File: src/hw/rfs_pkg.sv
// Shared constants for the regulator fault supervisor.
// Assumes a single 100 MHz clock and comparator levels arriving as digital pins.
package rfs_pkg;

  localparam int CLK_MHZ = 100;

  // Register map, byte addresses on the plain register port.
  localparam int            ADDR_W      = 4;
  localparam logic [3:0]    ADDR_CTRL   = 4'h0;
  localparam logic [3:0]    ADDR_STATUS = 4'h4;
  localparam logic [3:0]    ADDR_OCPCNT = 4'h8;
  localparam int            CTRL_MODE_BIT = 0;
  localparam logic          CTRL_MODE_RST = 1'b0;

  // Status field positions.
  localparam int ST_STATE_LSB = 0;
  localparam int ST_PGOOD_BIT = 3;
  localparam int ST_OV1_BIT   = 4;
  localparam int ST_OV2_BIT   = 5;
  localparam int ST_UV_BIT    = 6;
  localparam int ST_TSD_BIT   = 7;
  localparam int ST_INPUT_UNDERVOLTAGE_LOCKOUT_BIT  = 8;
  localparam int ST_HALF_BIT  = 9;

  // Overcurrent pulse terminal counts.
  localparam int            OCP_CNT_W    = 7;
  localparam logic [6:0]    OCP_TERM_LOW = 7'h1E;
  localparam logic [6:0]    OCP_TERM_HI  = 7'h78;

  // Boot fault switching-cycle counts.
  localparam int            BOOT_CNT_W   = 6;
  localparam logic [5:0]    BOOT_MISS_CYC = 6'h0E;
  localparam logic [5:0]    BOOT_UV_CYC   = 6'h20;

  // Timing: time in its own unit, then cycles derived from the clock rate.
  localparam int OV_DEGLITCH_US = 30;
  localparam int OV_DEGLITCH_CYC = OV_DEGLITCH_US * CLK_MHZ;
  localparam int LEB_NS = 100;
  localparam int LEB_CYC = (LEB_NS * CLK_MHZ + 999) / 1000;
  localparam int PG_DELAY_US = 1000;
  localparam int PG_DELAY_CYC_DEF = PG_DELAY_US * CLK_MHZ;
  localparam int DG_W = 12;
  localparam int LEB_W = 4;
  localparam int PG_W = 20;

  typedef enum logic [2:0] {
    RFS_DISCH  = 3'b000,
    RFS_SOFT   = 3'b001,
    RFS_RUN    = 3'b010,
    RFS_HICCUP = 3'b011,
    RFS_LATCH  = 3'b100
  } rfs_state_e;

endpackage : rfs_pkg

File: src/hw/rfs_supervisor.sv
// Fault supervisor: startup gating, power-good, lockout, overcurrent, boot, overvoltage.
// Assumes every comparator level arrives from the analog side asynchronously and
// that sw_cycle pulses once per switching cycle at high-side turn-on.
// Behaviour
// - With pre-bias, switching waits until soft-start minus offset reaches feedback.
// - Power-good rises only when feedback is in regulation, after a fixed delay.
// - Power-good drops at once on feedback overvoltage, undervoltage or overtemperature.
// - Other faults do not force power-good; it follows the sensed output.
// - Power-good is held low from power-up and through power-down.
// - Lockout keeps regulator off below start when rising, below stop when falling.
// - High-side current above short limit turns switch off and latches off.
// - Current above pulse limit of active mode leads to hiccup.
// - Overcurrent detection is blanked briefly after each high-side turn-on.
// - Pulse terminal count is 30 below 400 mV feedback, else 120.
// - At terminal count set hiccup latch and pull error amplifier output low.
// - Hiccup sinks soft-start; at low level clear latch, source, start soft-start.
// - Soft-start ramp after hiccup runs at half foldback frequency.
// - Hiccups repeat while short persists; recovery is automatic after removal.
// - Missing boot capacitor enters hiccup after 14 switching cycles.
// - Boot undervoltage enters hiccup after 32 switching cycles.
// - Boot faults use the hiccup retry and never latch.
// - First overvoltage level turns buck off, drives boost gate high, keeps power-good.
// - Second overvoltage level also pulls power-good low.
// - Overvoltage shorter than 30 us deglitch triggers no action.
// - Feedback below undervoltage threshold pulls power-good low.
// - Open feedback reads as overvoltage, disabling; recovery is automatic.
// - Overtemperature stops switching, drops power-good, resumes about 20 degrees lower.
// - Disable or fault sets fault latch with fast discharge until about 200 mV.
//
// Our own choices: strobed register access and the placing of the registers.
module rfs_supervisor #(
  parameter int PG_DELAY_CYC = rfs_pkg::PG_DELAY_CYC_DEF
) (
  input  wire logic                       clock,
  input  wire logic                       srst,
  input  wire logic [rfs_pkg::ADDR_W-1:0] reg_addr,
  input  wire logic [31:0]                reg_wdata,
  input  wire logic                       reg_wr,
  input  wire logic                       reg_rd,
  output logic      [31:0]                reg_rdata,
  input  wire logic                       enable_pin,
  input  wire logic                       vin_above_start,
  input  wire logic                       vin_above_stop,
  input  wire logic                       sw_cycle,
  input  wire logic                       ss_reached_fb,
  input  wire logic                       ss_below_200mv,
  input  wire logic                       ss_hiccup_low,
  input  wire logic                       fb_in_reg,
  input  wire logic                       fb_above_400mv,
  input  wire logic                       fb_ov1,
  input  wire logic                       fb_ov2,
  input  wire logic                       fb_uv,
  input  wire logic                       temp_hot,
  input  wire logic                       temp_recovered,
  input  wire logic                       hs_over_lx_limit,
  input  wire logic                       hs_over_buck_limit,
  input  wire logic                       hs_over_bb_limit,
  input  wire logic                       boot_missing,
  input  wire logic                       boot_uv,
  output logic                            hs_enable,
  output logic                            boost_gate_drive,
  output logic                            erramp_enable,
  output logic                            comp_pulldown,
  output logic                            ss_source_en,
  output logic                            ss_sink_small_en,
  output logic                            ss_fast_discharge_en,
  output logic                            freq_half,
  output logic                            power_good_n_o,
  output logic                            power_good_n_oe
);
  import rfs_pkg::*;

  localparam int NSYNC = 19;

  function automatic logic reached(input logic [6:0] cnt, input logic [6:0] term);
    reached = (cnt >= term);
  endfunction : reached

  logic [NSYNC-1:0] meta_q, sync_q;
  logic             en_s, start_s, stop_s, cyc_s, ssfb_s, ss200_s, sslow_s, inreg_s;
  logic             fb400_s, ov1_s, ov2_s, uv_s, hot_s, cool_s, lx_s, ocb_s, ocbb_s;
  logic             bmiss_s, buv_s, cyc_prev_q, cyc_edge;
  rfs_state_e       state_q;
  logic             mode_bb_q, input_undervoltage_lockout_q, tsd_q, ov1_dg_q, ov2_dg_q, pg_q, oc_prev_q;
  logic [DG_W-1:0]  ov1_cnt_q, ov2_cnt_q;
  logic [LEB_W-1:0] leb_cnt_q;
  logic [PG_W-1:0]  pg_cnt_q;
  logic [OCP_CNT_W-1:0]  ocp_cnt_q;
  logic [BOOT_CNT_W-1:0] bmiss_cnt_q, buv_cnt_q;
  logic             switching, blanked, oc_now, oc_evt, lx_evt, ocp_hit, boot_hit, hiccup_evt;
  logic             pg_ok;
  logic [6:0]       ocp_term;

  // Two-flop synchronisers for every analog-side level.
  // Only the second stage is read, so a metastable first stage never reaches the logic.
  always_ff @(posedge clock) begin
    if (srst) begin
      meta_q <= '0;
      sync_q <= '0;
    end else begin
      meta_q <= {enable_pin, vin_above_start, vin_above_stop, sw_cycle, ss_reached_fb, ss_below_200mv,
                 ss_hiccup_low, fb_in_reg, fb_above_400mv, fb_ov1, fb_ov2, fb_uv, temp_hot,
                 temp_recovered, hs_over_lx_limit, hs_over_buck_limit, hs_over_bb_limit,
                 boot_missing, boot_uv};
      sync_q <= meta_q;
    end
  end
  assign {en_s, start_s, stop_s, cyc_s, ssfb_s, ss200_s, sslow_s, inreg_s, fb400_s, ov1_s, ov2_s,
          uv_s, hot_s, cool_s, lx_s, ocb_s, ocbb_s, bmiss_s, buv_s} = sync_q;

  always_ff @(posedge clock) begin
    if (srst) cyc_prev_q <= 1'b0;
    else      cyc_prev_q <= cyc_s;
  end
  assign cyc_edge = cyc_s & ~cyc_prev_q;

  // Register port: one control word, two status words, zero elsewhere.
  always_ff @(posedge clock) begin
    if (srst) mode_bb_q <= CTRL_MODE_RST;
    else if (reg_wr && reg_addr == ADDR_CTRL) mode_bb_q <= reg_wdata[CTRL_MODE_BIT];
  end

  always_ff @(posedge clock) begin
    if (srst) begin
      reg_rdata <= 32'h0000_0000;
    end else if (reg_rd && reg_addr == ADDR_CTRL) begin
      reg_rdata <= {31'h0000_0000, mode_bb_q};
    end else if (reg_rd && reg_addr == ADDR_STATUS) begin
      reg_rdata <= {22'h00_0000, freq_half, input_undervoltage_lockout_q, tsd_q, uv_s, ov2_dg_q, ov1_dg_q, pg_q, state_q};
    end else if (reg_rd && reg_addr == ADDR_OCPCNT) begin
      reg_rdata <= {25'h000_0000, ocp_cnt_q};
    end else begin
      reg_rdata <= 32'h0000_0000;
    end
  end

  // Lockout with hysteresis: off below stop, back on only above start.
  always_ff @(posedge clock) begin
    if (srst)         input_undervoltage_lockout_q <= 1'b1;
    else if (!stop_s) input_undervoltage_lockout_q <= 1'b1;
    else if (start_s) input_undervoltage_lockout_q <= 1'b0;
  end

  // Thermal shutdown clears only once the lower recovery comparator agrees.
  always_ff @(posedge clock) begin
    if (srst)                  tsd_q <= 1'b0;
    else if (hot_s)            tsd_q <= 1'b1;
    else if (cool_s)           tsd_q <= 1'b0;
  end

  // Overvoltage deglitch: a level must hold for the whole window before it acts.
  always_ff @(posedge clock) begin
    if (srst || !ov1_s) begin
      ov1_cnt_q <= '0;
      ov1_dg_q  <= 1'b0;
    end else if (ov1_cnt_q == DG_W'(OV_DEGLITCH_CYC - 1)) begin
      ov1_dg_q  <= 1'b1;
    end else begin
      ov1_cnt_q <= ov1_cnt_q + 1'b1;
    end
  end

  always_ff @(posedge clock) begin
    if (srst || !ov2_s) begin
      ov2_cnt_q <= '0;
      ov2_dg_q  <= 1'b0;
    end else if (ov2_cnt_q == DG_W'(OV_DEGLITCH_CYC - 1)) begin
      ov2_dg_q  <= 1'b1;
    end else begin
      ov2_cnt_q <= ov2_cnt_q + 1'b1;
    end
  end

  // Leading-edge blanking restarts at each high-side turn-on.
  always_ff @(posedge clock) begin
    if (srst)                       leb_cnt_q <= '0;
    else if (cyc_edge && switching) leb_cnt_q <= LEB_W'(LEB_CYC);
    else if (leb_cnt_q != '0)       leb_cnt_q <= leb_cnt_q - 1'b1;
  end

  assign switching = hs_enable;
  assign blanked   = (leb_cnt_q != '0) || (cyc_edge && switching);
  assign oc_now    = mode_bb_q ? ocbb_s : ocb_s;
  assign lx_evt    = lx_s && switching && !blanked;
  assign oc_evt    = oc_now && !oc_prev_q && switching && !blanked;
  assign ocp_term  = fb400_s ? OCP_TERM_HI : OCP_TERM_LOW;
  assign ocp_hit   = reached(ocp_cnt_q, ocp_term);
  assign boot_hit  = (bmiss_cnt_q >= BOOT_MISS_CYC) || (buv_cnt_q >= BOOT_UV_CYC);
  assign hiccup_evt = ocp_hit || boot_hit;

  always_ff @(posedge clock) begin
    if (srst) oc_prev_q <= 1'b0;
    else      oc_prev_q <= oc_now && !blanked;
  end

  // Pulse counter lives only while the supply is trying to deliver power.
  // Edges are counted, not cycles, so one long overcurrent pulse counts only once.
  always_ff @(posedge clock) begin
    if (srst || !(state_q == RFS_SOFT || state_q == RFS_RUN)) ocp_cnt_q <= '0;
    else if (oc_evt && !ocp_hit)                              ocp_cnt_q <= ocp_cnt_q + 1'b1;
  end

  // Boot faults count switching cycles while present; they never reach the latch.
  always_ff @(posedge clock) begin
    if (srst || !bmiss_s || state_q == RFS_HICCUP) bmiss_cnt_q <= '0;
    else if (cyc_edge && bmiss_cnt_q < BOOT_MISS_CYC) bmiss_cnt_q <= bmiss_cnt_q + 1'b1;
  end

  always_ff @(posedge clock) begin
    if (srst || !buv_s || state_q == RFS_HICCUP) buv_cnt_q <= '0;
    else if (cyc_edge && buv_cnt_q < BOOT_UV_CYC) buv_cnt_q <= buv_cnt_q + 1'b1;
  end

  // Sequencer. Disable and lockout outrank everything, including the short latch.
  always_ff @(posedge clock) begin
    if (srst || !en_s || input_undervoltage_lockout_q) begin
      state_q <= RFS_DISCH;
    end else begin
      case (state_q)
        RFS_LATCH:  state_q <= RFS_LATCH;
        RFS_DISCH:  if (ss200_s && !tsd_q) state_q <= RFS_SOFT;
        RFS_SOFT: begin
          if (lx_evt)          state_q <= RFS_LATCH;
          else if (tsd_q)      state_q <= RFS_DISCH;
          else if (hiccup_evt) state_q <= RFS_HICCUP;
          else if (ssfb_s)     state_q <= RFS_RUN;
        end
        RFS_RUN: begin
          if (lx_evt)          state_q <= RFS_LATCH;
          else if (tsd_q)      state_q <= RFS_DISCH;
          else if (hiccup_evt) state_q <= RFS_HICCUP;
        end
        RFS_HICCUP: begin
          // The switch can still be on in the first hiccup cycle, so a hard short is caught here too.
          if (lx_evt)          state_q <= RFS_LATCH;
          else if (tsd_q)      state_q <= RFS_DISCH;
          else if (sslow_s)    state_q <= RFS_SOFT;
        end
        default:               state_q <= RFS_DISCH;
      endcase
    end
  end

  // Half-rate foldback from the hiccup restart until the output is back in regulation.
  always_ff @(posedge clock) begin
    if (srst) freq_half <= 1'b0;
    else if (state_q == RFS_HICCUP && sslow_s) freq_half <= 1'b1;
    else if (inreg_s || state_q == RFS_DISCH || state_q == RFS_LATCH) freq_half <= 1'b0;
  end

  // Drive outputs, all registered.
  always_ff @(posedge clock) begin
    if (srst) begin
      hs_enable            <= 1'b0;
      boost_gate_drive     <= 1'b0;
      erramp_enable        <= 1'b0;
      comp_pulldown        <= 1'b0;
      ss_source_en         <= 1'b0;
      ss_sink_small_en     <= 1'b0;
      ss_fast_discharge_en <= 1'b1;
    end else begin
      hs_enable            <= state_q == RFS_RUN && !ov1_dg_q && !tsd_q && !lx_evt;
      boost_gate_drive     <= ov1_dg_q;
      erramp_enable        <= state_q == RFS_RUN;
      comp_pulldown        <= state_q == RFS_HICCUP;
      ss_source_en         <= state_q == RFS_SOFT || state_q == RFS_RUN;
      ss_sink_small_en     <= state_q == RFS_HICCUP;
      ss_fast_discharge_en <= state_q == RFS_DISCH || state_q == RFS_LATCH;
    end
  end

  // Power-good: slow to rise, immediate to fall. Other faults act only via the output.
  assign pg_ok = inreg_s && !ov2_dg_q && !uv_s && !tsd_q && en_s && !input_undervoltage_lockout_q;

  always_ff @(posedge clock) begin
    if (srst || !pg_ok) begin
      pg_cnt_q <= '0;
      pg_q     <= 1'b0;
    end else if (pg_cnt_q == PG_W'(PG_DELAY_CYC - 1)) begin
      pg_q     <= 1'b1;
    end else begin
      pg_cnt_q <= pg_cnt_q + 1'b1;
    end
  end

  // Open drain: the pin is pulled low whenever power is not good, including reset.
  assign power_good_n_o  = 1'b0;
  assign power_good_n_oe = !pg_q;
endmodule : rfs_supervisor

File: config.mk
export PLATFORM = sky130hd
export DESIGN_NAME = rfs_supervisor
export DESIGN_NICKNAME = d
export VERILOG_FILES = /design/src/hw/rfs_pkg.sv /design/src/hw/rfs_supervisor.sv
export SDC_FILE = /design/constraint.sdc
export NUM_CORES = 1
export LEC_CHECK = 0
export BUFFER_PORTS_ARGS = -buffer_cell sky130_fd_sc_hd__buf_4
export CORE_UTILIZATION = 42
export CTS_BUF_LIST = sky130_fd_sc_hd__clkbuf_4 sky130_fd_sc_hd__clkbuf_8 sky130_fd_sc_hd__clkbuf_16
export CTS_CLUSTER_SIZE = 24
export DETAILED_ROUTE_END_ITERATION = 8
export SLEW_MARGIN = 15
export SYNTH_ARGS = -nofsm -noshare
export SYNTH_HDL_FRONTEND = slang
export SYNTH_SLANG_ARGS = --single-unit
File: constraint.sdc
create_clock -name clock -period 2.1 [get_ports clock]
set_clock_uncertainty 0.1 [all_clocks]
set_input_delay 0.105 -clock clock [delete_from_list [all_inputs] [get_ports clock]]
set_output_delay 0.105 -clock clock [all_outputs]
set_load 0.02 [all_outputs]
==> results of run 1 <==
## timing repair
action	4_1_cts	5_1_grt
resized for setup	1	5
hold endpoints to repair	30	0
hold buffers	26	0
endpoints found under the setup margin	1	5
## per-layer routing
| metal | wire length (µm) | share of wire, % | up-vias |
|---|---|---|---|
| met5 | 0 | 0 | - |
| li1 | - | - | 2055 |
| met4 | 161 | 1.6 | 0 |
| met2 | 5000 | 49 | 91 |
| met1 | 4720 | 46 | 1836 |
| met3 | 405 | 3.9 | 12 |
## critical path: cells and delay by family, from the launching register on
family | cells | cell delay (ns)
AND/OR/NAND/NOR | 3 | 0.63
buffers and inverters | 1 | 0.08
flip-flops | 1 | 0.33
AO/OA/AOI/OAI | 1 | 0.22
adder cells (fa/ha/maj) | 1 | 0.33
XOR/XNOR | 1 | 0.16
## power by group through the flow
stage	Clock, mW	Sequential, mW	Combinational (mW)
floorplan	0	2.65	0.175
global placement	0	2.66	0.199
detailed placement	0	2.66	0.202
CTS	3.19	2.61	0.238
global route	3.32	2.61	0.267
finish	3.12	2.61	0.241
## kinds of logic after synthesis
group                    share of synthesized area, %
multiplexers                                     1.52
AO/OA/AOI/OAI                                    7.24
XOR/XNOR                                         5.95
AND/OR/NAND/NOR                                  27.6
other                                          0.0689
flip-flops                                       48.9
adder cells (fa/ha/maj)                          2.76
buffers and inverters                            5.93
## state kept, by name, summed over array words and instances (netlist names), 3 cells and up
| name | flops |
|---|---|
| pg_cnt_q | 20 |
| sync_q | 19 |
| bmiss_cnt_q | 6 |
| ov2_cnt_q | 12 |
| ov1_cnt_q | 12 |
| state_q | 3 |
| meta_q | 19 |
| buv_cnt_q | 6 |
| reg_rdata | 10 |
| ocp_cnt_q | 7 |
| leb_cnt_q | 4 |
## synthesized netlist by cell type, types with 2 or more instances
cell type  number
nand3_1        16
mux2_2          2
nor3_1         15
nor2_1         73
nand2_1        24
or2_2           3
a311o_1         2
nor2b_1        45
clkbuf_1       12
nor4b_1         3
nand4_1        13
nand3b_1        3
nor4_4          3
a41oi_1         2
nand2b_1        6
a211oi_1        4
dfxtp_1       133
o31ai_1         2
o21ai_0        14
nor3_2          3
xnor2_1        18
a21oi_1        24
inv_1          17
xor2_1         19
nor4_2          4
and2_1          7
buf_1           2
and3_1          7
or3_1          16
nor3_4          2
nor4_1          5
buf_4          26
ha_1           12
a22oi_1         7
mux2i_1         6
## cell usage in the layout, fill, tap and decap left out, types with 18 or more instances in the layout
cell / Yosys / routed
nor2_1: 73 / 73
conb_1: 1 / 23
a21oi_1: 24 / 24
nor2b_1: 45 / 45
nand2_1: 24 / 24
dfxtp_1: 133 / 133
buf_4: 26 / 51
xnor2_1: 18 / 18
xor2_1: 19 / 19
dlygate4sd3_1: 0 / 26
## worst max-delay path by stage
stage / from / end / slack [ns] / depth (start not counted)
4_1_cts: sync_q[10] / ocp_cnt_q[3] / 0.1 / 7
3_5_place_dp: ocp_cnt_q[1] / ocp_cnt_q[6] / 0.02 / 7
6_report: sync_q[10] / ocp_cnt_q[5] / 0.13 / 7
3_3_place_gp: ocp_cnt_q[1] / ocp_cnt_q[6] / 0.12 / 7
2_1_floorplan: ocp_cnt_q[1] / ocp_cnt_q[6] / 0.30 / 7
5_1_grt: sync_q[10] / ocp_cnt_q[5] / 0.01 / 7
## through the flow
stage	area, µm²	hold slack [ns]	utilization, %
2_1_floorplan	5530	0.133	-
3_3_place_gp	5860	0.216	46.5
3_5_place_dp	5860	0.219	46.5
4_1_cts	6770	0.0165	53.6
5_1_grt	6800	0.0470	53.9
6_report	6800	0.0414	53.9
## final cells by class
cell class              instances  area [µm²]
clock inverters                11         175
fillers                      1146        5820
well taps                     172         215
clock buffers                  21         462
flip-flops and latches        133        2660
multi-input cells             401        2580
repair buffers                 77         643
inverters                      17        63.8
==> impl_metrics.toml, run 1 <==
[routing]
ant_nets = 0
dr.pass1.iters = 4
drc_errors = 0
viasPerCell = 4.80
dr_total_vias = 3994
wl_um = 10300
drt_iter0_drc = 158
wl_per_cell_um = 12.4

[cts]
cts_inserted_buffers = 17
cts_sinks = 133
cts_tree = "done"
path_clk_slew_ns = 0.06
ctsRootBufferMaster = "clkbuf_16"
postCtsSetupBuffers = 0
clock_latency_ns = 0.41
cts.path.max_buffers = 2
cts_max_level = 4

[power_and_ir_drop]
power_mw = 5.96
p_comb_share_pct = 4.0
power_frac_clock_pct = 52.3
p_per_area_nw_per_um2 = 877
netSwitchingFraction_pct = 20.3
p_leak_nw = 2.52
p_sw_mw = 1.21
seqPwrFrac_pct = 43.7
vdd_drop_max_v = 0.000581
internal_power_mw = 4.76

[critical_path]
crit_path_max_incr_delay_ns = 0.37
cp_max_fo = 5
r2r_start = "sync_q[10]"
slowest_stage = "nor4_1"
end_kind = "flop"
cp.arrival_ns = 2.17
worstReg2RegEnd = "ocp_cnt_q[5]"
critPathRequiredTime_ns = 2.29
r2r_cells = 7
cp-start-kind = "flop"
critical_path_class = "reg -> reg"
crit_chain = "inv_1, ha_1, a211oi_2, nand3_2, nor4_1, xnor2_1, nor2_1"
rrSetupSlack_ns = 0.13

[worst_hold_path]
hold_depth = 4
hold_end = "reg_rdata[0]"
hp-class = "in -> reg"
worstHoldStart = "reg_addr[3]"

[yosys]
syn-cell-area_um2 = 5440
syn_area_per_cell_um2 = 9.55
yosysWarningCount = 0
yosys.area.top_type = "dfxtp_1"
ys_ff_latch = 133
yosys.cell_types.count = 55
synth_edf_count = 0
ys_seq_area_share_pct = 48.9
async_flop_share_pct = 0
netlist_instances = 570
synth_top_flop_cell = "dfxtp_1"
synthTopCellsByArea = "dfxtp_1, nor2b_1, nor2_1"
synth_top_area_share_pct = 48.9

[job]
max-cap-violations = 0

[status]
status = "complete, no violations"

[timing]
min_period_over_period_pct = 93.9
clock.fmax_mhz = 507
period_minus_slack_ns = 1.97
worstMarginPinSlew_ns = 0.533
slew_headroom_pct = 63.9
fin_tns_setup_ns = 0
hold_viol = 0
setup_viol = 0
rsz0062_at_grt = "no"
fin_ws_ns = 0.128
report.final.slew_viol_count = 0

[global_route]
grt_pass1_vias = 3772
gr-total-overflow = 0
globalRouteMet1Util_pct = 19.4
use_met2_pct = 27.6
antenna_found_initial = 0
top_usage_layer = "met2"
grt.total_usage_pct = 16.6
grt_use_met3_pct = 4.92
grt_first_pass_wirelength_um = 17200
grt_max_degree = 38

[die]
rows = 41
die_area_um2 = 13400
ioPinCount = 101
die_h_um = 116
dieWidth_um = 116
fp.coreArea_um2 = 12600
initial_utilization_pct = 43.1

[layout]
fin_cells = 832
antenna_cells = 0
fin_nets = 718
syn2layout_area_growth_pct = 24.9
drive_gt1_share_pct = 17.3

[place]
post-place-cells = 774
hpwl_um = 7040
place.gp.congestion = 0.847
pre_cts_slack_ns = 0.0236
io_buffers = 46
Note: power is estimated with default switching activity, not from simulation.
==> inputs of run 2 (changes only) <==
- clock period: 2.1 -> 2.5 ns (I/O delays scaled with it)
==> run 2 against run 1 <==
Sequential share of layout area up 0.70 points. Non-clock buffer count down 7. First-iteration DRC count up 24%. Critical path depth unchanged. Highest routed layer unchanged. Register-to-register slack better by 0.25 ns. Hold slack worse by 0.010 ns. Sequential power down 16%. Largest power group unchanged. Via count down 0.98%. Count of clock-buffer cells in the layout down 3.
==> impl_metrics.toml, run 2 (synthesis gave the netlist of run 1 again) <==
[status]
status = "complete, no violations"

[layout]
final_common_cell = "dfxtp_1"
fillers = 1162
reg.largest.list = "pg_cnt_q: 20 flops, meta_q: 19 flops, sync_q: 19 flops"
top_register = "pg_cnt_q"
largest_register_ffs = 20
fin_util_pct = 52.9
antenna_cells = 0
fin_nets = 711
syn2layout_area_growth_pct = 22.7
drive_gt1_share_pct = 16.2
final_cell_mix = "dfxtp_1, nor2_1, buf_4, nor2b_1"

[cts]
cts_max_level = 4
cts_tree = "done"
ctsRootBufferMaster = "clkbuf_16"
path_clk_slew_ns = 0.06
cts.path.max_buffers = 2
postCtsSetupBuffers = 0
clock_latency_ns = 0.41
cts_inserted_buffers = 17
cts_sinks = 133

[power_and_ir_drop]
internal_power_mw = 3.86
netSwitchingFraction_pct = 21.6
vdd_drop_max_v = 0.000512
p_comb_share_pct = 4.0
power_frac_clock_pct = 51.6
p_leak_nw = 2.46
p_sw_mw = 1.06
p_per_area_nw_per_um2 = 737
seqPwrFrac_pct = 44.5
power_mw = 4.92

[routing]
drc_errors = 0
drt_iter0_drc = 196
viasPerCell = 4.79
wl_met3_um = 395
met2_length_um = 4700
ant_nets = 0
wl_um = 9930
routed.top_layer = "met4"
wl_per_cell_um = 12.0
dr_total_vias = 3955
dr.pass1.iters = 4
wl_met1_um = 4650

[critical_path]
critPathRequiredTime_ns = 2.74
r2r_start = "ocp_cnt_q[1]"
cp_max_fo = 6
worst_setup_path_startpoint = "ocp_cnt_q[1]"
rrSetupSlack_ns = 0.38
r2r_cells = 7
worstReg2RegEnd = "ocp_cnt_q[6]"
slowest_stage = "a31oi_1"
crit_chain = "inv_1, ha_1, nand3b_1, a31oi_1, nor3_2, nand3_1, mux2i_1"
end_kind = "flop"
cp-endpoint = "ocp_cnt_q[6]"
cp-start-kind = "flop"
cp.arrival_ns = 2.37
critical_path_class = "reg -> reg"
crit_path_max_incr_delay_ns = 0.60

[global_route]
grt.total_usage_pct = 16.3
grt_pass1_vias = 3745
grt_max_degree = 60
grt_first_pass_wirelength_um = 17000
gr-total-overflow = 0
antenna_found_initial = 0

[place]
pre_cts_slack_ns = 0.425
io_buffers = 46
hpwl_um = 6880
place.gp.congestion = 0.848

[timing]
clock.fmax_mhz = 471
period_minus_slack_ns = 2.12
slew_headroom_pct = 52.0
setup_viol = 0
min_period_over_period_pct = 84.9
report.final.slew_viol_count = 0
hold_viol = 0
worstMarginPinSlew_ns = 0.717
fin_tns_setup_ns = 0
fin_ws_ns = 0.377
rsz0062_at_grt = "no"

[die]
initial_utilization_pct = 43.1
die_h_um = 116
rows = 41
dieWidth_um = 116
die_area_um2 = 13400
fp.coreArea_um2 = 12600
ioPinCount = 101

[job]
max-cap-violations = 0

[worst_hold_path]
hp-class = "in -> reg"
[run 2: repair_timing]
item                      4_1_cts  5_1_grt
hold buffers                   23        0
gates resized for setup         0        0
hold endpoints to repair       21        0
[run 2: area by class of cell]
type / instances / area [µm²] / area share (%)
sequential: 133 / 2660 / 39.9
multi-input combinational: 401 / 2540 / 38.0
timing repair buffer: 70 / 583 / 8.73
clock buffer: 18 / 439 / 6.57
tap: 172 / 215 / 3.22
clock inverter: 14 / 176 / 2.64
inverter: 17 / 63.8 / 0.955
[run 2: critical path: cells and delay by family (launching register included)]
family	cells	cell delay (ns)
compound gates	1	0.60
simple gates	3	0.39
fa+ha+maj	1	0.28
mux	1	0.18
buf+inv	1	0.07
flops	1	0.43
[run 2: routing by layer]
| metal | GRT usage, % | vias up |
|---|---|---|
| li1 | - | 2041 |
| met1 | 19.3 | 1805 |
| met2 | 26.9 | 93 |
| met3 | 4.45 | 16 |
| met4 | 8.89 | 0 |
| met5 | 0 | - |
[run 2: power by group through the flow]
stage / registers (mW) / clock network [mW] / logic [mW]
after floorplan: 2.23 / 0 / 0.147
after global placement: 2.23 / 0 / 0.165
after detailed placement: 2.23 / 0 / 0.169
after CTS: 2.19 / 2.60 / 0.196
after global routing: 2.19 / 2.69 / 0.217
final: 2.19 / 2.54 / 0.196
[run 2: how the worst min path moves through the flow]
stage                     cells past startpoint           start  slack (ns)            to
after floorplan                               1         boot_uv        0.15     meta_q[0]
after global placement                        2        sw_cycle        0.23    meta_q[15]
after detailed placement                      2  vin_above_stop        0.24    meta_q[16]
after CTS                                     4     reg_addr[3]        0.01  reg_rdata[0]
after global routing                          4     reg_addr[3]        0.06  reg_rdata[0]
final                                         4     reg_addr[3]        0.03  reg_rdata[0]
[run 2: through the flow]
stage          instances  cell area [µm²]  hold slack (ns)
2_1_floorplan        592             5530            0.153
3_3_place_gp         770             5830            0.234
3_5_place_dp         770             5830            0.240
4_1_cts              825             6680           0.0125
5_1_grt              825             6680           0.0556
6_report             825             6680           0.0310
==> inputs of run 3 (changes only) <==
- PLACE_DENSITY: default -> 0.66
- clock period: 2.5 -> 1.7 ns (I/O delays scaled with it)
==> run 3 against run 2 <==
The run now ends with setup timing left. Global-route usage rose by 1.2 points. Worst setup slack got worse by 0.42 ns. Final area rose by 8.6%. Final cell count rose by 6.4%. Clock power rose by 41%. Sequential share of layout area fell by 2.9 points. Core utilization rose by 4.6 points. Via count rose by 7.3%. Largest power group unchanged.
==> impl_metrics.toml, run 3 (synthesis gave the netlist of run 1 again) <==
[status]
status = "finished with violations"
violations = "setup timing"

[critical_path]
worstReg2RegEnd = "ocp_cnt_q[1]"
end_kind = "flop"
crit_path_max_incr_delay_ns = 0.32
r2r_cells = 7
r2r_start = "sync_q[10]"
worst_setup_path_startpoint = "sync_q[10]"
critical_path_class = "reg -> reg"
rrSetupSlack_ns = -0.04
cp-start-kind = "flop"
critPathRequiredTime_ns = 1.91
cp-endpoint = "ocp_cnt_q[1]"
cp_max_fo = 5
crit_chain = "inv_2, ha_4, a211oi_2, nand3_2, nor3_4, mux2i_1, nor2_1"
slowest_stage = "dfxtp_2"
cp.arrival_ns = 1.95

[place]
place.gp.congestion = 0.824
io_buffers = 46
post_dp_cell_area_um2 = 6260
hpwl_um = 7850

[global_route]
gr-total-overflow = 0
grt_pass1_vias = 4012
grt_max_degree = 33
grt_first_pass_wirelength_um = 18000
antenna_found_initial = 0
grt.total_usage_pct = 17.6

[timing]
worstMarginPinSlew_ns = 0.520
period_minus_slack_ns = 1.74
report.final.slew_viol_count = 0
min_period_over_period_pct = 102
whs_ns = 0.0790
hold_viol = 0
clock.fmax_mhz = 574
setup_viol = 9
fin_ws_ns = -0.0420
slew_headroom_pct = 65.4
rsz0062_at_grt = "yes"

[cts]
cts_tree = "done"
cts_sinks = 133
ctsRootBufferMaster = "clkbuf_16"
clock_latency_ns = 0.42
cts_max_level = 4
path_clk_slew_ns = 0.06
cts.path.max_buffers = 2
cts_inserted_buffers = 17

[routing]
dr_total_vias = 4242
wl_um = 11300
dr.pass1.iters = 5
wl_per_cell_um = 12.9
ant_nets = 0
drt_iter0_drc = 186
viasPerCell = 4.83
drc_errors = 0

[power_and_ir_drop]
seqPwrFrac_pct = 45.3
p_leak_nw = 2.76
vdd_drop_max_v = 0.000722
p_comb_share_pct = 4.3
p_sw_mw = 1.59
internal_power_mw = 5.51
power_frac_clock_pct = 50.4
p_per_area_nw_per_um2 = 979
netSwitchingFraction_pct = 22.4

[layout]
reg.largest.list = "pg_cnt_q: 20 flops, meta_q: 19 flops, sync_q: 19 flops"
top_register = "pg_cnt_q"
regArea_um2 = 2680
final_cell_mix = "dfxtp_1, buf_4, nor2_1, nor2b_1"
fin_area_um2 = 7260
largest_register_ffs = 20
antenna_cells = 0
final_common_cell = "dfxtp_1"
multiInputGateArea_um2 = 2740
drive_gt1_share_pct = 27.8
fillers = 1128
fin_nets = 764
syn2layout_area_growth_pct = 33.3

[die]
fp.coreArea_um2 = 12600
rows = 41
dieWidth_um = 116
die_area_um2 = 13400
initial_utilization_pct = 43.1
ioPinCount = 101
die_h_um = 116

[worst_hold_path]
hp-class = "in -> reg"

[job]
max-cap-violations = 0
## run 3: final cells by class
cell class | instances | area share (%)
clock buffer | 18 | 5.97
clock inverter | 14 | 2.07
inverter | 17 | 0.879
multi-input combinational | 402 | 37.7
sequential | 133 | 37.0
tap | 172 | 2.97
timing repair buffer | 122 | 13.4
## run 3: worst min-delay path by stage
| stage | endpoint | slack, ns | startpoint | depth (start not counted) |
|---|---|---|---|---|
| global placement | meta_q[9] | 0.20 | fb_ov1 | 2 |
| global route | reg_rdata[1] | 0.08 | reg_addr[3] | 4 |
| floorplan | meta_q[0] | 0.11 | boot_uv | 1 |
| detailed placement | meta_q[6] | 0.20 | temp_hot | 2 |
| finish | reg_rdata[4] | 0.08 | reg_addr[3] | 4 |
| CTS | reg_rdata[2] | 0.06 | reg_addr[3] | 4 |
## run 3: timing repair
action,CTS,global route
pin swaps,5,16
cloned,0,1
resized for setup,4,34
hold endpoints to repair,34,0
endpoints found under the setup margin,13,34
hold buffers,22,0
setup buffers,1,4
## run 3: critical path, delay by kind of cell, from the launching register on
family	cells	cell delay, ns
muxes	1	0.23
adders and majority gates	1	0.21
DFF	1	0.32
AOI/OAI and AO/OA	1	0.19
and+or+nand+nor	3	0.50
buffers and inverters	1	0.08
## run 3: per-layer routing
metal	routed length [µm]	vias up	share of wire [%]	global-route usage [%]
li1	-	2149	-	-
met1	5110	1980	45	20.6
met2	5590	95	49	29.6
met3	452	18	4.0	5.54
met4	177	0	1.6	7.35
met5	0	-	0	0
## run 3: per-stage QoR
step	util, %	worst slack, ns	power (mW)	instances	setup TNS (ns)
after floorplan	-	0.000359	3.50	592	0
after global placement	49.6	-0.0636	3.54	818	-0.282
after detailed placement	49.6	-0.152	3.55	818	-0.921
after CTS	56.1	-0.0592	7.17	873	-0.280
after global routing	57.5	-0.146	7.37	878	-1.67
final	57.5	-0.0420	7.11	878	-0.239
## run 3: power groups by stage
stage / registers (mW) / logic [mW] / clock network, mW
2_1_floorplan: 3.28 / 0.220 / 0
3_5_place_dp: 3.29 / 0.265 / 0
6_report: 3.22 / 0.307 / 3.58
5_1_grt: 3.22 / 0.340 / 3.81
4_1_cts: 3.22 / 0.306 / 3.64
3_3_place_gp: 3.28 / 0.257 / 0
